<file path="src/pmd_regs.vh">
`ifndef PMD_REGS_VH
`define PMD_REGS_VH
// register byte offsets on the apb bus
`define PMD_OFF_CAPCOMP   12'h000
`define PMD_OFF_CRC_I2C   12'h004
`define PMD_OFF_REFCLK    12'h008
`define PMD_OFF_DMA       12'h00C
`define PMD_OFF_CMP_TRIG  12'h010
`define PMD_OFF_NIB_LOGIC 12'h014
`define PMD_OFF_LOCK      12'h018
// implemented-bit masks per register
`define PMD_MASK_CAPCOMP   16'h00FF
`define PMD_MASK_CRC_I2C   16'h0082
`define PMD_MASK_REFCLK    16'h0008
`define PMD_MASK_DMA       16'h3F00
`define PMD_MASK_CMP_TRIG  16'h0108
`define PMD_MASK_NIB_LOGIC 16'h183E
`define PMD_MASK_LOCK      16'h0800
// field positions
`define PMD_BIT_CRC        7
`define PMD_BIT_I2C2       1
`define PMD_BIT_REFCLK     3
`define PMD_BIT_DMA_LO     8
`define PMD_BIT_CMP1       8
`define PMD_BIT_TRIG       3
`define PMD_BIT_NIB1       11
`define PMD_BIT_LOGIC_LO   2
`define PMD_BIT_BIAS       1
`define PMD_BIT_PERMIT     11
// reset value of every register
`define PMD_RESET_VAL      16'h0000
// number of gated modules
`define PMD_NUM_GATES      26
`endif

</file>
<file path="src/pmd_module_clock_gate.v">
// Chosen here: the APB register port and the placing of the registers.
`timescale 1ns/100ps
`include "pmd_regs.vh"
// Notes on behaviour
// - bits 7..0 stop capture/compare units eight..one
// - bit 7 stops the crc engine
// - bit 1 stops the second i2c
// - crc/i2c and nibble registers primary core only
// - bit 3 stops reference clock output
// - bits 13..8 stop dma channels five..zero
// - bit 8 stops comparator one
// - bit 3 stops the trigger generator
// - bits 12,11 stop nibble units two,one
// - bits 5..2 stop logic cells four..one
// - bit 1 stops the current source
// - lock bit 11 permits disable writes
// - unimplemented bits ignore writes, read zero
// - all bits reset to zero
// - change takes effect one cycle later
// - disabled module registers ignore writes, invalid reads
module pmd_module_clock_gate (
	// clock and reset
	input  wire        clk,
	input  wire        nrst,
	// apb slave
	input  wire        psel,
	input  wire        penable,
	input  wire        pwrite,
	input  wire [11:0] paddr,
	input  wire [31:0] pwdata,
	input  wire [3:0]  pstrb,
	output reg  [31:0] prdata,
	output reg         pready,
	output reg         pslverr,
	// per-module disable levels, one cycle after the write
	output reg  [7:0]  capcomp_off,
	output reg         crc_engine_off,
	output reg         second_i2c_off,
	output reg         refclock_out_off,
	output reg  [5:0]  dma_off,
	output reg         comparator1_off,
	output reg         trigger_gen_off,
	output reg         nibble_tx2_off,
	output reg         nibble_tx1_off,
	output reg  [3:0]  logic_cell_off,
	output reg         current_source_off,
	// gated module clocks
	output wire [25:0] module_clk
);
	////////////////////////////////////////////////////////////////////////////

	reg  [15:0] capcomp_reg;
	reg  [15:0] crc_i2c_reg;
	reg  [15:0] refclk_reg;
	reg  [15:0] dma_reg;
	reg  [15:0] cmp_trig_reg;
	reg  [15:0] nib_logic_reg;
	reg  [15:0] lock_reg;
	reg  [31:0] next_prdata;
	reg         addr_hit;
	wire        disable_write_permit;
	wire        setup;
	wire        wr_go;
	wire [15:0] wdata;
	// one gate per disable bit: 8 + 3 + 6 + 2 + 2 + 4 + 1 = 26
	wire [25:0] off_vec;

	// merge write data into the implemented bits only
	function [15:0] merge;
		input [15:0] old_val;
		input [15:0] new_val;
		input [15:0] mask;
		input [1:0]  strb;
		reg   [15:0] lane;
		begin
			lane  = {{8{strb[1]}}, {8{strb[0]}}} & mask;
			merge = (old_val & ~lane) | (new_val & lane);
		end
	endfunction

	assign disable_write_permit = lock_reg[`PMD_BIT_PERMIT];
	assign setup = psel & ~penable;
	assign wdata = pwdata[15:0];
	// registered pready rises with penable: the access phase always completes without a wait state
	assign wr_go = psel & penable & pready & pwrite & addr_hit;

	////////////////////////////////////////////////////////////////////////////
	// address decode and read mux

	always @* begin
		addr_hit    = 1'b1;
		next_prdata = 32'h00000000;
		case (paddr)
		`PMD_OFF_CAPCOMP:   next_prdata = {16'h0000, capcomp_reg};
		`PMD_OFF_CRC_I2C:   next_prdata = {16'h0000, crc_i2c_reg};
		`PMD_OFF_REFCLK:    next_prdata = {16'h0000, refclk_reg};
		`PMD_OFF_DMA:       next_prdata = {16'h0000, dma_reg};
		`PMD_OFF_CMP_TRIG:  next_prdata = {16'h0000, cmp_trig_reg};
		`PMD_OFF_NIB_LOGIC: next_prdata = {16'h0000, nib_logic_reg};
		`PMD_OFF_LOCK:      next_prdata = {16'h0000, lock_reg};
		default:            addr_hit = 1'b0;
		endcase
	end

	////////////////////////////////////////////////////////////////////////////
	// apb handshake

	always @(posedge clk) begin
		if (!nrst) begin
			pready  <= 1'b0;
			pslverr <= 1'b0;
			prdata  <= 32'h00000000;
		end else begin
			pready  <= setup;
			pslverr <= setup & ~addr_hit;
			if (setup & ~pwrite)
				prdata <= next_prdata;
			else if (!psel)
				prdata <= 32'h00000000;
		end
	end

	////////////////////////////////////////////////////////////////////////////
	// register file

	always @(posedge clk) begin
		if (!nrst) begin
			capcomp_reg   <= `PMD_RESET_VAL;
			crc_i2c_reg   <= `PMD_RESET_VAL;
			refclk_reg    <= `PMD_RESET_VAL;
			dma_reg       <= `PMD_RESET_VAL;
			cmp_trig_reg  <= `PMD_RESET_VAL;
			nib_logic_reg <= `PMD_RESET_VAL;
			lock_reg      <= `PMD_RESET_VAL;
		end else if (wr_go) begin
			// the lock itself stays writable, otherwise it could never open
			if (paddr == `PMD_OFF_LOCK)
				lock_reg <= merge(lock_reg, wdata, `PMD_MASK_LOCK, pstrb[1:0]);
			// blocked writes drop whole, never a partial update
			if (disable_write_permit) begin
				case (paddr)
				`PMD_OFF_CAPCOMP:
					capcomp_reg <= merge(capcomp_reg, wdata,
						`PMD_MASK_CAPCOMP, pstrb[1:0]);
				`PMD_OFF_CRC_I2C:
					crc_i2c_reg <= merge(crc_i2c_reg, wdata,
						`PMD_MASK_CRC_I2C, pstrb[1:0]);
				`PMD_OFF_REFCLK:
					refclk_reg <= merge(refclk_reg, wdata,
						`PMD_MASK_REFCLK, pstrb[1:0]);
				`PMD_OFF_DMA:
					dma_reg <= merge(dma_reg, wdata,
						`PMD_MASK_DMA, pstrb[1:0]);
				`PMD_OFF_CMP_TRIG:
					cmp_trig_reg <= merge(cmp_trig_reg, wdata,
						`PMD_MASK_CMP_TRIG, pstrb[1:0]);
				`PMD_OFF_NIB_LOGIC:
					nib_logic_reg <= merge(nib_logic_reg, wdata,
						`PMD_MASK_NIB_LOGIC, pstrb[1:0]);
				default: ;
				endcase
			end
		end
	end

	////////////////////////////////////////////////////////////////////////////
	// disable outputs, registered once more: one cycle after the write

	always @(posedge clk) begin
		if (!nrst) begin
			capcomp_off        <= 8'h00;
			crc_engine_off     <= 1'b0;
			second_i2c_off     <= 1'b0;
			refclock_out_off   <= 1'b0;
			dma_off            <= 6'h00;
			comparator1_off    <= 1'b0;
			trigger_gen_off    <= 1'b0;
			nibble_tx2_off     <= 1'b0;
			nibble_tx1_off     <= 1'b0;
			logic_cell_off     <= 4'h0;
			current_source_off <= 1'b0;
		end else begin
			capcomp_off        <= capcomp_reg[7:0];
			crc_engine_off     <= crc_i2c_reg[`PMD_BIT_CRC];
			second_i2c_off     <= crc_i2c_reg[`PMD_BIT_I2C2];
			refclock_out_off   <= refclk_reg[`PMD_BIT_REFCLK];
			dma_off            <= dma_reg[`PMD_BIT_DMA_LO +: 6];
			comparator1_off    <= cmp_trig_reg[`PMD_BIT_CMP1];
			trigger_gen_off    <= cmp_trig_reg[`PMD_BIT_TRIG];
			nibble_tx2_off     <= nib_logic_reg[`PMD_BIT_NIB1 + 1];
			nibble_tx1_off     <= nib_logic_reg[`PMD_BIT_NIB1];
			logic_cell_off     <= nib_logic_reg[`PMD_BIT_LOGIC_LO +: 4];
			current_source_off <= nib_logic_reg[`PMD_BIT_BIAS];
		end
	end

	////////////////////////////////////////////////////////////////////////////
	// clock gates; a stopped module's registers see no edge, so its writes
	// are lost and its reads stale, which is what software must expect

	assign off_vec = {current_source_off, logic_cell_off, nibble_tx1_off,
		nibble_tx2_off, trigger_gen_off, comparator1_off, dma_off,
		refclock_out_off, second_i2c_off, crc_engine_off, capcomp_off};

	genvar g;
	generate
		for (g = 0; g < `PMD_NUM_GATES; g = g + 1) begin : gate
			pmd_clock_gate u_gate (
				.clk      (clk),
				.gate_off (off_vec[g]),
				.gclk     (module_clk[g])
			);
		end
	endgenerate
endmodule // pmd_module_clock_gate

</file>
<file path="src/pmd_clock_gate.v">
`timescale 1ns/100ps
// latch-free, glitch-free gate: enable is retimed on the falling edge so it
// only changes while clk is low
module pmd_clock_gate (
	// clock
	input  wire clk,
	// control
	input  wire gate_off,
	// gated clock
	output wire gclk
);
	reg en_low;

	always @(negedge clk) begin
		en_low <= ~gate_off;
	end

	assign gclk = clk & en_low;
endmodule // pmd_clock_gate

</file>
<file path="config.mk">
export PLATFORM = sky130hd
export DESIGN_NAME = pmd_module_clock_gate
export DESIGN_NICKNAME = d
export VERILOG_FILES = /design/src/pmd_module_clock_gate.v /design/src/pmd_clock_gate.v
export VERILOG_INCLUDE_DIRS = /design/src
export SDC_FILE = /design/constraint.sdc
export NUM_CORES = 1
export LEC_CHECK = 0
export BUFFER_PORTS_ARGS = -buffer_cell sky130_fd_sc_hd__buf_4
export CORE_AREA = 2 2 86 108
export DETAILED_ROUTE_END_ITERATION = 8
export DIE_AREA = 0 0 88 110
export PLACE_DENSITY = 0.85
export REMOVE_ABC_BUFFERS = 1
export SLEW_MARGIN = 15
export SYNTH_ARGS = -nofsm -noshare
export SYNTH_HDL_FRONTEND = slang
export SYNTH_SLANG_ARGS = --single-unit
</file>
<file path="constraint.sdc">
create_clock -name clk -period 1.8 [get_ports clk]
set_clock_uncertainty 0.15 [all_clocks]
set_input_delay 0.09 -clock clk [delete_from_list [all_inputs] [get_ports clk]]
set_output_delay 0.09 -clock clk [all_outputs]
set_load 0.01 [all_outputs]
</file>
[After elaboration in Yosys (flattened, before gate mapping)]
Index checks and enable logic that the tools add are counted.
Cells by class
  equality and inequality tests: 7
  mux-type cells: 4
  bitwise gates (word level): 90
  reductions and logical operators: 9
Operator list (count)
  bitwise AND 16 bit: 7
  OR 16 bit: 7
  one-hot mux 16 bit (7 select lines): 1
  2-to-1 mux 32 bit: 2
  == test 12 x 5 -> 1 bit, second input constant: 3
  bitwise AND 1 bit: 33
  bitwise AND 16 x 8 -> 16 bit: 2
  inverter 8 -> 16 bit: 2
  inverter 1 bit: 29
  == test 12 x 4 -> 1 bit, second input constant: 2
  AND reduction 3 bit: 6
  bitwise AND 16 x 12 -> 16 bit: 1
  bitwise AND 16 x 13 -> 16 bit: 1
  bitwise AND 16 x 14 -> 16 bit: 1
  bitwise AND 16 x 4 -> 16 bit: 1
  bitwise AND 16 x 9 -> 16 bit: 1
  inverter 12 -> 16 bit: 1
  inverter 13 -> 16 bit: 1
  inverter 14 -> 16 bit: 1
  inverter 4 -> 16 bit: 1
  inverter 9 -> 16 bit: 1
  == test 12 x 3 -> 1 bit, second input constant: 1
  logical NOT 12 bit: 1
  OR reduction 7 bit: 1
  other kinds (3): 3
Storage, ports and cells
  register bits after elaboration: 198
  input port bits: 53

[Logic depth before layout (Yosys ltp)]
  word-level depth: 5
  depth in mapped cells: 6

[Modules after synthesis]
A second synthesis with hierarchy kept.
Second synthesis, totals
  cells, all modules: 375
  area total of the unflattened synthesis: 3479.6 sq um
By module, submodules not included
  pmd_module_clock_gate: instances 1, cells an instance 271, area each 2601.2 sq um
  pmd_clock_gate: instances 26, cells an instance 4, area each 33.8 sq um

==> results.md <==
- Port buffer count: 100
- Seq pwr share: 26.2%
- Worst Path Required: 1.56 ns
- Syn Area/Cell: 9.39 um2
- Die Y-Extent: 110 um
- Worst setup margin: -0.410 ns
- Switching Share: 27.3%
- CTS tree: done
- Static leakage: 2.74 nW
- Max rail drop VDD: 555 uV
- Worst hold margin: -0.00641 ns
- # IOs: 139
- Clock Power Share: 71.4%
- CP endpoint kind: primary output
- CP arrival: 1.97 ns
- Initial DRC Count: 153
- Comb pwr share: 2.5%
- Pint: 5.86 mW
- Clock-pin slew on the worst setup and hold paths: 0.08 ns
- Die area: 9680 um2
- Power density cells: 1550 nW/um2
- Setup WS pre-CTS: -0.0396 ns
- Detailed Routing Iterations Pass 1: 4
- Post-CTS Hold Fix Bufs: 24
- Sequential area share after synthesis: 51.4%
- Overall power: 8.06 mW
- Filler cells: 670
- Post-synth EDFFs: 0
- RSZ-0062 raised after global routing: true
- Final core utilization: 60.5%
- Synth Flop Type: dfxtp_1
- Dpl hpwl: 5.54 mm
- Share of layout cells above drive strength 1: 33.5%
- Chip width: 88 um
- Initial antenna violation count: 0
- First-pass GRT wire length: 13.0 mm
- YS warnings: 0
- Violated checks: negative hold slack, negative setup slack
- Placed insts: 561
- Worst-path maximum fanout: 1
- Clock latency on the worst-skew pair: 0.46 ns
- Largest net degree at the start of global routing: 42
- Kind of critical path: reg -> out
- Total Nets Final: 566
- Final Instance Area: 5200 um2
- NetSw: 2.20 mW
- Final GP Congestion: 0.870
- Final TNS setup: -9.95 ns
- Final hold vios: 2
- Placed cell areas: 4180 um2
- Row Count: 38
- Number of distinct library cells after synthesis: 32
- # setup viols final: 52
- Total gr overflow: 0
- Netlist Area Pre-Place: 3700 um2
- Ys async rst share: 0%
- Tot GR Track Use: 18.1%
- Wire length per cell: 13.2 um
- Final Max Tran Viols: 0
- Yosys reg bits: 95
- Vias in the first global route: 2979
- Initial Util: 43.0%
- Max Cap Violations: 0
- Routed Antenna Nets: 0
- Final wirelength: 8.45 mm
- Synth top area cells: dfxtp_1 51%, buf_4 13%, mux2i_1 7.6%, inv_1 5.5%, nand2_1 5.3%
- Vias: 2860
- Non-filler instance count after layout: 642
- Synth Instances: 394
- Vias per inst: 4.45
- Syn-to-layout area delta: 40.7%
- CP startpoint kind: flop
- Core area: 8610 um2
- Synth top area share: 51.4%
- HP Class: in -> reg
- Drt drc: 0
- Synth area leader: dfxtp_1
- Status: complete, but fails checks
- # diodes: 0
[cells by family (layout without fill, tap and decap cells)]
group / after synthesis / count (layout) / synth area share (%)
multiplexers: 30 / 30 / 8.19
other: 1 / 18 / 0.101
flip-flops: 95 / 95 / 51.4
AND/OR/NAND/NOR: 113 / 113 / 16.1
AO/OA/AOI/OAI: 26 / 26 / 4.74
buffers and inverters: 129 / 240 / 19.5
[synthesized netlist by cell type (all sizes together), types with 4 or more instances]
master	n
a22oi	4
a22o	6
clkbuf	12
and3	8
inv	54
and2	27
nor2	6
o21ai	9
mux2i	28
dfxtp	95
nand3	9
buf	63
nand2	52
[worst paths after layout]
path | start | endpoint | slack (ns) | depth (start not counted)
hold reg to reg | flop | dma_off[2] | 0.30 | 2
setup / recovery | gate[10].u_gate.en_low | module_clk[10] | -0.41 | 2
setup reg to reg | pready | flop | 0.18 | 4
hold / removal | paddr[9] | flop | -0.006 | 5
[critical path: stages (launching register included)]
cell and delay (ns):
dfxtp_2 0.31, and2_4 0.13, buf_6 0.11
[layout by cell type (no fill, tap or decap), types with 2 or more instances in the layout]
cell type	count
nand2_1	51
nand3_4	2
buf_6	27
buf_4	79
and2_4	26
nor2_1	6
nor3_1	2
dfxtp_1	88
clkbuf_1	3
nand3_1	7
a22o_1	6
conb_1	18
a22oi_1	4
inv_1	79
mux2_2	2
dfxtp_2	7
a31oi_1	2
nor2b_1	2
clkinv_1	2
a21oi_1	2
mux2i_1	28
dlygate4sd3_1	23
clkbuf_8	11
and3_1	7
clkbuf_16	10
o21ai_0	9
[power groups by stage]
stage	Sequential, mW	Combinational, mW	Clock [mW]
2_1_floorplan	2.15	0.0494	0.853
3_3_place_gp	2.15	0.146	1.68
3_5_place_dp	2.15	0.150	1.68
4_1_cts	2.11	0.192	5.72
5_1_grt	2.11	0.214	6.13
6_report	2.11	0.197	5.75
[layout make-up]
type                       instances  area (um2)  share of cell area [%]
sequential                        95        1910                    36.7
clock inverter                    33         164                    3.15
inverter                          53         199                    3.82
tap                              120         150                    2.89
timing repair buffer             103         840                    16.1
clock buffer                      51         713                    13.7
multi-input combinational        187        1230                    23.6
[per-layer routing]
metal | global-route usage, % | vias to the layer above | routed length [um]
met5 | 0 | - | 0
met4 | 16.8 | 0 | 341
met3 | 7.97 | 30 | 610
met2 | 27.7 | 132 | 4360
met1 | 18.3 | 1307 | 3140
li1 | - | 1391 | -
[timing repair]
item,in CTS,in global routing
setup endpoints to repair,52,71
resized for setup,51,16
setup buffers,1,0
pin swaps,25,4
endpoints found under the hold margin,38,2
(Power assumes the default switching activity.)
